--- config.mk ---
export PLATFORM = sky130hd
export DESIGN_NAME = tcr_reset_logic
export DESIGN_NICKNAME = d
export VERILOG_FILES = /design/src/tcr_pkg.sv /design/src/tcr_if.sv /design/src/tcr_spike_filter.sv /design/src/tcr_reset_logic.sv
export SDC_FILE = /design/constraint.sdc
export NUM_CORES = 1
export LEC_CHECK = 0
export BUFFER_PORTS_ARGS = -buffer_cell sky130_fd_sc_hd__buf_2
export CORE_MARGIN = 4
export CORE_UTILIZATION = 46
export DETAILED_ROUTE_END_ITERATION = 12
export PLACE_DENSITY = 0.84
export SLEW_MARGIN = 10
export SYNTH_ARGS = -nofsm -noshare
export SYNTH_HDL_FRONTEND = slang
export SYNTH_SLANG_ARGS = --single-unit
--- constraint.sdc ---
create_clock -name ref_clk -period 1.7 [get_ports ref_clk]
set_input_delay 0.51 -clock ref_clk [delete_from_list [all_inputs] [get_ports ref_clk]]
set_output_delay 0.51 -clock ref_clk [all_outputs]
set_load 0.05 [all_outputs]
--- src/tcr_pkg.sv ---
// Package with constants and types for the touch controller reset logic
package tcr_pkg;

    // ------------------------------------------------------------
    // Clock and timing
    // ------------------------------------------------------------
    localparam int CLK_PERIOD_PS     = 20000;
    localparam int RST_MIN_NS        = 10000;
    localparam int RST_REJECT_NS     = 5000;
    localparam int SPIKE_NS          = 20;
    localparam int RST_MIN_CYC       = (RST_MIN_NS * 1000 + CLK_PERIOD_PS - 1) / CLK_PERIOD_PS;
    localparam int RST_REJECT_CYC    = (RST_REJECT_NS * 1000) / CLK_PERIOD_PS;
    localparam int SPIKE_CYC_RAW     = (SPIKE_NS * 1000 + CLK_PERIOD_PS - 1) / CLK_PERIOD_PS;
    localparam int SPIKE_CYC         = (SPIKE_CYC_RAW < 1) ? 1 : SPIKE_CYC_RAW;
    localparam int CNT_W             = 10;
    localparam int FILT_W            = 3;

    // ------------------------------------------------------------
    // Field positions, widths, reset values and reset hold time
    // ------------------------------------------------------------
    localparam int SOFT_RESET_POS    = 1;
    localparam int CTRL_BYTE_W       = 8;
    localparam int RESULT_W          = 16;
    localparam logic [15:0] RESULT_RST = 16'h0000;
    localparam int HOLD_CYC          = 4;

    typedef enum logic [1:0] {
        ST_POR,
        ST_RESET,
        ST_RUN
    } tcr_state_type;

endpackage : tcr_pkg

--- src/tcr_if.sv ---
// Interface carrying the filtered reset pin between the filter and the top
`timescale 1ns/10ps
interface tcr_filt_if;
    logic pinLevel;
    logic lowStart;
    modport filt (output pinLevel, output lowStart);
    modport user (input pinLevel, input lowStart);
endinterface : tcr_filt_if

--- src/tcr_spike_filter.sv ---
// Synchroniser and spike filter for the external reset pin
`timescale 1ns/10ps
module tcr_spike_filter
    import tcr_pkg::*;
(
    input  wire logic ref_clk,
    input  wire logic rst_n,
    input  wire logic pinIn,
    tcr_filt_if.filt  filt
);
    typedef struct packed {
        logic             sync1;
        logic             sync2;
        logic [FILT_W-1:0] run;
        logic             level;
        logic             lowStart;
    } tcr_filt_state_type;

    tcr_filt_state_type st_ff;
    tcr_filt_state_type nxt_st;

    // ------------------------------------------------------------
    // Spike rejection: level must hold past the spike width to count
    // ------------------------------------------------------------
    always_comb
    begin
        nxt_st          = st_ff;
        nxt_st.sync1    = pinIn;
        nxt_st.sync2    = st_ff.sync1;
        nxt_st.lowStart = 1'b0;
        if (st_ff.sync2 == st_ff.level)
        begin
            nxt_st.run = '0;
        end
        else if (st_ff.run >= FILT_W'(SPIKE_CYC))
        begin
            nxt_st.level    = st_ff.sync2;
            nxt_st.run      = '0;
            nxt_st.lowStart = ~st_ff.sync2;
        end
        else
        begin
            nxt_st.run = st_ff.run + FILT_W'(1);
        end
    end

    always_ff @(posedge ref_clk)
    begin
        if (!rst_n)
        begin
            st_ff <= '{sync1: 1'b1, sync2: 1'b1, run: '0, level: 1'b1, lowStart: 1'b0};
        end
        else
        begin
            st_ff <= nxt_st;
        end
    end

    assign filt.pinLevel = st_ff.level;
    assign filt.lowStart = st_ff.lowStart;
endmodule : tcr_spike_filter

--- src/tcr_reset_logic.sv ---
// Reset sequencer of the touch controller: power-on, pin and soft reset
// How it works
// - Power-on, reset pin or soft reset bit all return the device to defaults.
// - Power-on reset clears state machine, registers and output pins.
// - Pin low for 10 us or more resets the device; the code needs more than MIN_CYC cycles low.
// - Pin low pulses shorter than 5 us are ignored.
// - Spikes up to 20 ns are filtered before width qualification.
// - Writing 1 to bit D1 of control byte 1 resets the device.
// - Interrupt output is active low, data ready or pen touch.
// - Reset pin is active low; high allows normal operation.
// - Two strap pins give address bits 0 and 1.
// - Conversion result registers read zero after any reset until written.
`timescale 1ns/10ps
module tcr_reset_logic
    import tcr_pkg::*;
#(
    parameter int MIN_CYC    = RST_MIN_CYC,
    parameter int HOLD       = HOLD_CYC
)
(
    input  wire logic                   ref_clk,
    input  wire logic                   rst_n,
    input  wire logic                   resetPin_n,
    input  wire logic                   addrStrapLsb,
    input  wire logic                   addrStrapMsb,
    input  wire logic                   ctrlByte1Wr,
    input  wire logic [CTRL_BYTE_W-1:0] ctrlByte1Data,
    input  wire logic                   dataReady,
    input  wire logic                   penTouchIrq,
    input  wire logic                   irqSelPen,
    input  wire logic                   resultWr,
    input  wire logic [RESULT_W-1:0]    resultData,
    output logic                        deviceReset,
    output logic                        irqOrDataReady_n,
    output logic [1:0]                  slaveAddrLow,
    output logic [RESULT_W-1:0]         resultReg
);
    import tcr_pkg::*;

    typedef struct packed {
        tcr_state_type       state;
        logic [CNT_W-1:0]    lowCnt;
        logic                qualified;
        logic [CNT_W-1:0]    holdCnt;
        logic                strapA;
        logic                strapB;
        logic [1:0]          addr;
        logic                devRst;
        logic                irq_n;
        logic [RESULT_W-1:0] result;
    } tcr_top_state_type;

    tcr_top_state_type st_ff;
    tcr_top_state_type nxt_st;
    tcr_filt_if        filtBus ();
    logic              softReq;
    logic              pinReq;

    tcr_spike_filter u_filter (
        .ref_clk (ref_clk),
        .rst_n   (rst_n),
        .pinIn   (resetPin_n),
        .filt    (filtBus.filt)
    );

    // ------------------------------------------------------------
    // Reset requests
    // ------------------------------------------------------------
    assign softReq = ctrlByte1Wr && ctrlByte1Data[SOFT_RESET_POS];
    // Short pulses never reach MIN_CYC, so anything under 5 us is dropped
    assign pinReq  = st_ff.qualified;

    always_comb
    begin
        nxt_st        = st_ff;
        nxt_st.strapA = addrStrapLsb;
        nxt_st.strapB = addrStrapMsb;
        // Width counter runs while the filtered pin is low
        if (filtBus.pinLevel)
        begin
            nxt_st.lowCnt    = '0;
            nxt_st.qualified = 1'b0;
        end
        else if (filtBus.lowStart)
        begin
            nxt_st.lowCnt    = CNT_W'(1);
            nxt_st.qualified = 1'b0;
        end
        else if (st_ff.lowCnt >= CNT_W'(MIN_CYC))
        begin
            nxt_st.qualified = 1'b1;
        end
        else
        begin
            nxt_st.lowCnt = st_ff.lowCnt + CNT_W'(1);
        end

        case (st_ff.state)
            ST_POR, ST_RESET:
            begin
                nxt_st.devRst = 1'b1;
                nxt_st.irq_n  = 1'b1;
                nxt_st.result = RESULT_RST;
                if (pinReq)
                begin
                    nxt_st.holdCnt = '0;
                end
                else if (st_ff.holdCnt >= CNT_W'(HOLD))
                begin
                    nxt_st.state  = ST_RUN;
                    nxt_st.devRst = 1'b0;
                    // Straps are caught as the reset releases
                    nxt_st.addr   = {st_ff.strapB, st_ff.strapA};
                end
                else
                begin
                    nxt_st.holdCnt = st_ff.holdCnt + CNT_W'(1);
                end
            end
            default:
            begin
                nxt_st.devRst = 1'b0;
                nxt_st.irq_n  = ~(irqSelPen ? penTouchIrq : dataReady);
                if (resultWr)
                begin
                    nxt_st.result = resultData;
                end
                if (pinReq || softReq)
                begin
                    nxt_st.state   = ST_RESET;
                    nxt_st.holdCnt = '0;
                    nxt_st.devRst  = 1'b1;
                    nxt_st.irq_n   = 1'b1;
                    nxt_st.result  = RESULT_RST;
                end
            end
        endcase
    end

    // ------------------------------------------------------------
    // State register; rst_n stands in for the power-on reset
    // ------------------------------------------------------------
    always_ff @(posedge ref_clk)
    begin
        if (!rst_n)
        begin
            st_ff <= '{state: ST_POR, lowCnt: '0, qualified: 1'b0, holdCnt: '0,
                       strapA: 1'b0, strapB: 1'b0, addr: 2'h0, devRst: 1'b1,
                       irq_n: 1'b1, result: RESULT_RST};
        end
        else
        begin
            st_ff <= nxt_st;
        end
    end

    assign deviceReset      = st_ff.devRst;
    assign irqOrDataReady_n = st_ff.irq_n;
    assign slaveAddrLow     = st_ff.addr;
    assign resultReg        = st_ff.result;
endmodule : tcr_reset_logic

== Word-level counts from Yosys, hierarchy flattened ==
Cells that the tools add are included.

* Logic and storage cells: 65
* Flip-flop bits (word level): 52
* Output and inout bits: 20

* $lt $le $gt $ge: 3
* Reduce and logical (&&, ||, !) cells: 14
* Multiplexer cells: 17
* Eq/ne operators: 6
* Add/subtract/negate cells: 3
* Bitwise gates (word level): 6

{| class="wikitable"
|+ Operator list
! cell !! count
|-
| $mux 10 || 4
|-
| $mux 18 || 2
|-
| $add 10x1->10 const B || 2
|-
| $mux 16 || 1
|-
| $ge 10x3->1 const B || 1
|-
| $ge 10x9->1 const B || 1
|-
| $mux 2 || 5
|-
| $reduce_or 3->1 || 3
|-
| $not 1->1 || 6
|-
| $reduce_and 3->1 || 2
|-
| $mux 1 || 5
|-
| $ne 2x2->1 const B || 2
|-
| $reduce_and 2->1 || 2
|-
| $reduce_or 2->1 || 2
|-
| $reduce_or 4->1 || 1
|-
| $add 3x1->3 const B || 1
|-
| $ge 3x1->1 const B || 1
|-
| $ne 3x3->1 const B || 1
|-
| $eq 2x1->1 const B || 1
|-
| $logic_not 2->1 || 1
|-
| $ne 2x1->1 const B || 1
|-
| $reduce_bool 2->1 || 1
|-
| $eq 1x1->1 || 1
|-
| $logic_and 1x1->1 || 1
|-
| $logic_or 1x1->1 || 1
|}

== Depth between registers and ports, before layout ==
Gate-level depths: netlist of run 1.

* Depth after elaboration: 4
* Gate-level depth with buffers: 6

== By module ==
From an unflattened synthesis of run 1, not the netlist that was laid out.

* Cells, all modules: 219
* Area total of the unflattened synthesis: 2,194.6 sq um

{| class="wikitable"
|+ By module, submodules not included
! module !! cells an instance !! area an instance (sq um) !! times used
|-
| tcr_reset_logic || 197 || 1,931.9 || 1
|-
| tcr_spike_filter || 22 || 262.8 || 1
|}

== Worst setup path before layout of run 1 ==
No wires, ideal clock.

* Kind: register -> register
* Start: register st_ff[30] (netlist name)
* End: register st_ff[22] (netlist name)
* Setup slack: -0.010 ns
* Path buffers: 0
* Data arrival time: 1.589 ns
* Cell stages (with the launch flop): 5
* Setup time: 0.121 ns
* Path through: dfxtp_1 or4_4 or3_1 and2_4 mux2_2

* Word-level cells in the longest chain between the ends: 3

{| class="wikitable"
|+ RTL lines
! what !! RTL line !! source
|-
| start, declared || tcr_reset_logic.sv:53 || <nowiki>tcr_top_state_type st_ff;</nowiki>
|-
| start signal, assigned || tcr_reset_logic.sv:147 || <nowiki>st_ff <= '{state: ST_POR, lowCnt: '0, qualified: 1'b0, holdCnt: '0,</nowiki>
|-
| start signal, assigned || tcr_reset_logic.sv:153 || <nowiki>st_ff <= nxt_st;</nowiki>
|-
| $ge 10x3->1 || tcr_reset_logic.sv:108 || <nowiki>else if (st_ff.holdCnt >= CNT_W'(HOLD))</nowiki>
|-
| $ne 3x3->1 (no source line) || - ||
|-
| $reduce_and 2->1 (no source line) || - ||
|}

Every way passes these cells.
A chain may end at the register's enable or synchronous reset.

== Worst setup path in the final report of run 1 ==
* Start: register st_ff[24] (netlist name)
* End: register st_ff[22] (netlist name)

The elaborated chain is that of the path after synthesis.

==> summary.txt, run 1 <==
Placement
  – Port buffer count: 46
  – RePlAce Congestion: 0.8250
  – HPWL after DPL: 2675 um
  – Placed cell area: 0.002296 mm^2

Logic synthesis
  – Post-synth top cells: dfxtp_1, nor2_1, mux2i_1
  – Synth Warn #: 0
  – Mapped cell area: 0.002068 mm^2
  – Synth Instances: 213
  – Syn nets: 253
  – Most used DFF post-synth: dfxtp_1
  – Yosys reg bits: 51
  – Top cells by area, synth: dfxtp_1, mux2i_1, buf_4, nor2_1, ha_1
  – Leading cell type by number of instances after synthesis: dfxtp_1
  – Post-synth EDFFs: 0
  – Yosys top cell area share: 0.4936
  – Top cell type by total area after synthesis: dfxtp_1
  – Synth async-reset ratio: 0
  – Mean post-synth cell area: 9.710 um^2
  – Sequential fraction of the synthesis area: 0.4936
  – Synth unique cells: 39

Setup path
  – Crit path launch type: flip-flop
  – CP Max Fanout: 3
  – Worst r2r src: st_ff[24]$_SDFFE_PN0P_
  – R2r setup slk: -0.04 ns
  – Reg2Reg Depth: 4
  – Worst Path Arrival: 1.94 ns
  – CP endpoint kind: flip-flop
  – Critical path class: reg -> reg
  – Worst r2r dst: st_ff[22]$_SDFFE_PN0P_
  – Worst EP required: 1.89 ns

Global routing
  – GR Util met2: 0.2311
  – Global-route wire length before repair: 5692 um
  – Initial antenna violation count: 0
  – Vias in the first global route: 1,429
  – GR Overflow Total: 0
  – GRT Total Usage: 0.1297
  – Largest net degree at the start of global routing: 17
  – GR Util met3: 0.04406
  – Busiest grt layer: met2
  – Global routing met1 resource utilization: 0.1419

Final layout
  – Fill cell count: 379
  – Syn-to-layout area delta: 17.42%
  – Finished Core Util: 0.5578
  – Finished Cell Area: 0.002429 mm^2
  – Area occupied by registers: 0.001023 mm^2
  – # diodes: 0
  – Share of layout cells above drive strength 1: 0.3086
  – Total Nets Final: 295
  – Footprint of the multi-input gates: 893.4 um^2

CTS
  – CTS tree: built
  – H-tree Lvls: 2
  – CTS sink cnt: 51
  – Deepest clock path buffer count: 2
  – Clk_lat worst skew: 0.30 ns
  – Clock root cell: clkbuf_8
  – Worst-path clk slew: 0.09 ns
  – TritonCTS buffer count: 5

Run status
  – Failing checks: setup timing
  – Status: finished, violations left

Power and ir drop
  – Pleak: 1.132 nW
  – Pwr dens: 950.7 mW/mm^2
  – Maximum vdd drop: 397.0 uV

STA
  – Final worst setup slack: -0.04223 ns
  – Final setup fails: 2
  – Final Cycle Share: 1.025
  – Setup TNS: -0.04473 ns
  – Final Max Tran Viols: 0
  – Unrepaired setup endpoints after global routing: yes
  – Final Critical Period: 1.742 ns
  – Clock Skew: 0.006923 ns
  – Final hold violation count: 0
  – Maximum clock frequency: 0.5740 GHz
  – Worst slew pin tran: 0.4435 ns
  – Max-slew headroom: 0.7043

Drt
  – DR iter-0 viols: 57
  – Wire length per cell: 11.49 um
  – Drt pass-1 iters: 4
  – Vias: 1,524
  – Vias per cell: 4.948
  – WL final: 3540 um
  – Post-route ant nets: 0
  – DRC Markers: 0

Min path
  – Hold Path Origin: resetPin_n
  – Hold crit path type: in -> reg
  – Hold Crit Depth: 2
  – Hold path endpoint: u_filter.nxt_st[5]$_SDFF_PN1_

Die
  – Initial Util: 0.4750
  – I/O pin count: 54
  – Die Width: 75.06 um
  – Core ar.: 0.004354 mm^2
  – Die area: 0.005633 mm^2
  – Die height: 75.06 um
  – Core Rows: 24

Run
  – Max-Cap Viols: 0
==> cells in the final DEF (no fill, tap or decap), types with 2 or more instances in the layout <==
master	instances
nor2_1	30
mux2i_1	19
nand2_1	13
o21ai_0	2
a31oi_1	3
nor4_1	2
nand3_1	4
clkinvlp_4	2
a22o_1	2
dfxtp_1	49
xnor2_1	5
clkbuf_8	5
and3_1	6
buf_4	11
nand2b_1	2
dfxtp_2	2
a21oi_1	5
nor2b_1	3
or2_2	2
nor3_1	3
or4_4	2
and2_1	4
buf_2	46
ha_1	6
nand4b_1	2
inv_1	9
==> area by class of cell <==
type | count | area share
Inverter | 9 | 0.01391
Tap cell | 52 | 0.02679
Sequential cell | 51 | 0.4214
Timing Repair Buffer | 58 | 0.1334
Clock buffer | 5 | 0.02834
Multi-Input combinational cell | 130 | 0.3679
Clock inverter | 3 | 0.008243
==> power breakdown <==
part / switching (mW) / total (mW) / internal, mW
logic: 0.189 / 0.359 / 0.171
registers: 0.0360 / 1.28 / 1.24
clock network: 0.382 / 0.669 / 0.286
total: 0.607 / 2.31 / 1.70
==> state kept, by name, summed over array words and instances (netlist names) <==
name                    count
u_filter.st_ff              4
u_filter.filt.lowStart      1
u_filter.filt.pinLevel      1
u_filter.nxt_st             1
st_ff                      23
pinReq                      1
deviceReset                 1
irqOrDataReady_n            1
slaveAddrLow                2
resultReg                  16
==> cells by family after synthesis <==
kind of cell,share of synthesized area
buffers and inverters,0.09074
multiplexers,0.09740
AND/OR/NAND/NOR,0.1894
AO/OA/AOI/OAI,0.06715
flip-flops,0.4936
adder cells (fa/ha/maj),0.03630
XOR/XNOR,0.02541
==> metrics by stage <==
stage / hold slack [ns] / setup slack, ns / power (mW) / std cells
floorplan: 0.3863 / 0.0005745 / 1.536 / 213
global placement: 0.3935 / -0.01297 / 1.618 / 299
detailed placement: 0.4019 / -0.04942 / 1.629 / 299
CTS: 0.3724 / -0.02399 / 2.309 / 307
global route: 0.3931 / -0.08856 / 2.426 / 308
finish: 0.3843 / -0.04223 / 2.309 / 308
==> worst max-delay path, cell delays in order (launching register included) <==
cell	delay (ns)
dfxtp_1	0.32
or4_4	0.54
or3_4	0.38
and2_4	0.15
mux2_2	0.25
==> timing repair <==
| action | 4_1_cts | 5_1_grt |
|---|---|---|
| cloned | 0 | 0 |
| resized for setup | 2 | 5 |
| hold buffers | 0 | 0 |
| endpoints found under the setup margin | 4 | 4 |
| pin swaps | 1 | 5 |
| buffers inserted | 0 | 1 |
==> how the worst max path moves through the flow <==
stage          cells after the start                   start                          to  slack, ns
6_report                           4  st_ff[24]$_SDFFE_PN0P_      st_ff[22]$_SDFFE_PN0P_      -0.04
3_5_place_dp                       5  st_ff[26]$_SDFFE_PN0P_      st_ff[28]$_SDFFE_PN0P_      -0.05
2_1_floorplan                      4                resultWr  resultReg[10]$_SDFFE_PP0P_     0.0006
3_3_place_gp                       4  st_ff[26]$_SDFFE_PN0P_      st_ff[22]$_SDFFE_PN0P_      -0.01
5_1_grt                            4  st_ff[24]$_SDFFE_PN0P_      st_ff[22]$_SDFFE_PN0P_      -0.09
4_1_cts                            4  st_ff[29]$_SDFFE_PN0P_      st_ff[22]$_SDFFE_PN0P_      -0.02
==> metal layers <==
metal	vias up	share of wire
met5	-	0
met4	0	0.018
met3	10	0.084
met2	44	0.47
met1	687	0.43
li1	783	-
Power figures use the tool's default switching activity.
==> run 2: changes to the inputs <==
--- a/config.mk
+++ b/config.mk
@@ -10,6 +10,7 @@
 export CORE_UTILIZATION = 46
 export DETAILED_ROUTE_END_ITERATION = 12
 export PLACE_DENSITY = 0.84
+export RECOVER_POWER = 50
 export SLEW_MARGIN = 10
 export SYNTH_ARGS = -nofsm -noshare
 export SYNTH_HDL_FRONTEND = slang
==> run 2 against run 1 <==
Against the previous run: the flow still finishes with violations (setup timing); non-clock buffer count did not move; critical path depth stayed put; combinational power fell by 1%; die area did not move; utilization shrank 0.43 points; first-iteration DRC count grew 1.8%; sequential power hardly changed; flip-flop and latch count unchanged; final area decreased by 0.77%; clock skew barely moved; critical endpoint unchanged.
==> summary.txt, run 2 (same netlist as run 1, synthesis figures left out) <==
Run status
  – Status: finished, violations left (unchanged)
  – Failing checks: setup timing (unchanged)

Final layout
  – Total Nets Final: 295 (unchanged)
  – Cell Count, Final, Fillers Out: 308 (unchanged)
  – Footprint of the multi-input gates: 893.4 um^2 (unchanged)
  – Area occupied by registers: 0.001023 mm^2 (unchanged)
  – Commonest non-fill, non-tap cell in the layout: dfxtp_1 (unchanged)
  – Fill cell count: 386 (was 379)
  – Biggest register: st_ff (unchanged)
  – Finished Core Util: 0.5534 (was 0.5578)
  – Syn-to-layout area delta: 16.52% (was 17.42%)
  – Most frequent cells in the layout: dfxtp_1, buf_2, nor2_1 (unchanged)
  – Share of layout cells above drive strength 1: 0.2891 (was 0.3086)
  – # diodes: 0 (unchanged)
  – Max FFs per register: 23 (unchanged)

Placement
  – RePlAce Congestion: 0.8250 (unchanged)
  – HPWL after DPL: 2675 um (unchanged)
  – Cells after DPL: 299 (unchanged)
  – DP Worst Slack: -0.04942 ns (unchanged)
  – Port buffer count: 46 (unchanged)

Setup path
  – Worst Setup SP: st_ff[24]$_SDFFE_PN0P_ (unchanged)
  – Crit path launch type: flip-flop (unchanged)
  – Crit path cell chain: or4_4, or3_4, and2_4, mux2_2 (unchanged)
  – Buf/Inv on CP: 0 (unchanged)
  – Worst Path Arrival: 1.93 ns (was 1.94 ns)
  – CP Max Fanout: 3 (unchanged)
  – Worst r2r src: st_ff[24]$_SDFFE_PN0P_ (unchanged)
  – Slowest stage delay, CP: 0.54 ns (about the same)
  – CP top delay family: simple AND/OR/NAND/NOR gates (unchanged)
  – CP max stage cell: or4_4 (unchanged)
  – CP endpoint kind: flip-flop (unchanged)
  – Worst EP required: 1.89 ns (about the same)
  – Critical path class: reg -> reg (unchanged)

STA
  – Final Cycle Share: 1.024 (was 1.025)
  – Final Critical Period: 1.741 ns (was 1.742 ns)
  – Final setup fails: 2 (unchanged)
  – Fin Hold WS: 0.3831 ns (was 0.3843 ns)
  – Final hold violation count: 0 (unchanged)
  – Final Max Tran Viols: 0 (unchanged)
  – Maximum clock frequency: 0.5743 GHz (was 0.5740 GHz)
  – Clock Skew: 0.007086 ns (was 0.006923 ns)
  – Max-slew headroom: 0.6057 (was 0.7043)
  – Worst slew pin tran: 0.5914 ns (was 0.4435 ns)
  – Unrepaired setup endpoints after global routing: yes (unchanged)
  – Setup TNS: -0.04308 ns (was -0.04473 ns)
  – Final worst setup slack: -0.04137 ns (was -0.04223 ns)

Drt
  – WL final: 3532 um (was 3540 um)
  – Wire length per cell: 11.47 um (was 11.49 um)
  – DR iter-0 viols: 58 (was 57)
  – DRC Markers: 0 (unchanged)
  – Drt pass-1 iters: 4 (unchanged)
  – Vias per cell: 4.977 (was 4.948)
  – Post-route ant nets: 0 (unchanged)
  – Vias: 1,533 (was 1,524)

Die
  – Core ar.: 0.004354 mm^2 (unchanged)
  – Die height: 75.06 um (unchanged)
  – Core Rows: 24 (unchanged)
  – I/O pin count: 54 (unchanged)
  – Initial Util: 0.4750 (unchanged)
  – Die area: 0.005633 mm^2 (unchanged)
  – Die Width: 75.06 um (unchanged)

Min path
  – Hold Path Origin: resetPin_n (unchanged)
  – Hold crit path type: in -> reg (unchanged)

Global routing
  – Vias in the first global route: 1,429 (unchanged)
  – Largest net degree at the start of global routing: 17 (unchanged)
  – Global-route wire length before repair: 5692 um (unchanged)
  – GR Overflow Total: 0 (unchanged)
  – GRT Total Usage: 0.1297 (unchanged)
  – Initial antenna violation count: 0 (unchanged)

CTS
  – CTS sink cnt: 51 (unchanged)
  – Deepest clock path buffer count: 2 (unchanged)
  – Clock root cell: clkbuf_8 (unchanged)
  – H-tree Lvls: 2 (unchanged)
  – Clk_lat worst skew: 0.30 ns (about the same)
  – CTS tree: built (unchanged)
  – TritonCTS buffer count: 5 (unchanged)
  – Worst-path clk slew: 0.09 ns (about the same)

Run
  – Max-Cap Viols: 0 (unchanged)

Power and ir drop
  – Pleak: 1.115 nW (was 1.132 nW)
  – Pwr dens: 956.1 mW/mm^2 (was 950.7 mW/mm^2)
  – Maximum vdd drop: 397.0 uV (about the same)
-- run 2: changes by cell type in the layout (fill, tap and decap cells not counted) --
cell | before | now
buf_4 | 11 | 6
clkbuf_1 | 0 | 5
-- run 2: area by class of cell --
class | instances | area share
Clock buffer | 5 | 0.02856
Clock inverter | 3 | 0.008307
Inverter | 9 | 0.01402
Multi-Input combinational cell | 130 | 0.3707
Sequential cell | 51 | 0.4247
Tap cell | 52 | 0.02700
Timing Repair Buffer | 58 | 0.1267
-- run 2: worst paths after layout --
| path | cells past startpoint | endpoint | slack [ns] |
|---|---|---|---|
| worst max register to register | 4 | st_ff[22]$_SDFFE_PN0P_ | -0.04 |
| worst max-delay path | 4 | st_ff[22]$_SDFFE_PN0P_ | -0.04 |
| worst min-delay path | 2 | u_filter.nxt_st[5]$_SDFF_PN1_ | 0.38 |
| worst min register to register | 1 | u_filter.st_ff[5]$_SDFF_PN1_ | 0.43 |
-- run 2: what timing repair did --
item,CTS,global route
gates resized for setup,2,5
gates cloned,0,0
setup buffers,0,1
setup endpoints to repair,4,4
pin swaps,1,5
hold buffers,0,0
-- run 2: metrics by stage --
step           total power, mW  cell area [um^2]
5_1_grt                  2.421              2410
3_3_place_gp             1.618              2296
4_1_cts                  2.309              2394
3_5_place_dp             1.629              2296
6_report                 2.304              2410
2_1_floorplan            1.536              2072
-- run 2: layer usage --
metal,track usage,wire length (um)
met1,0.1419,1505
met3,0.04406,305
met2,0.2311,1656
met4,0.04743,65
met5,0,0
-- run 2: power by group --
group / total (mW) / internal [mW] / switching, mW
logic: 0.354 / 0.166 / 0.188
clock network: 0.669 / 0.286 / 0.383
registers: 1.28 / 1.24 / 0.0360
-- run 2: worst reg2reg max path, cell delays in order (launching register included) --
cell and delay (ns):
dfxtp_1 0.32, or4_4 0.54, or3_4 0.38, and2_4 0.15, mux2_2 0.25
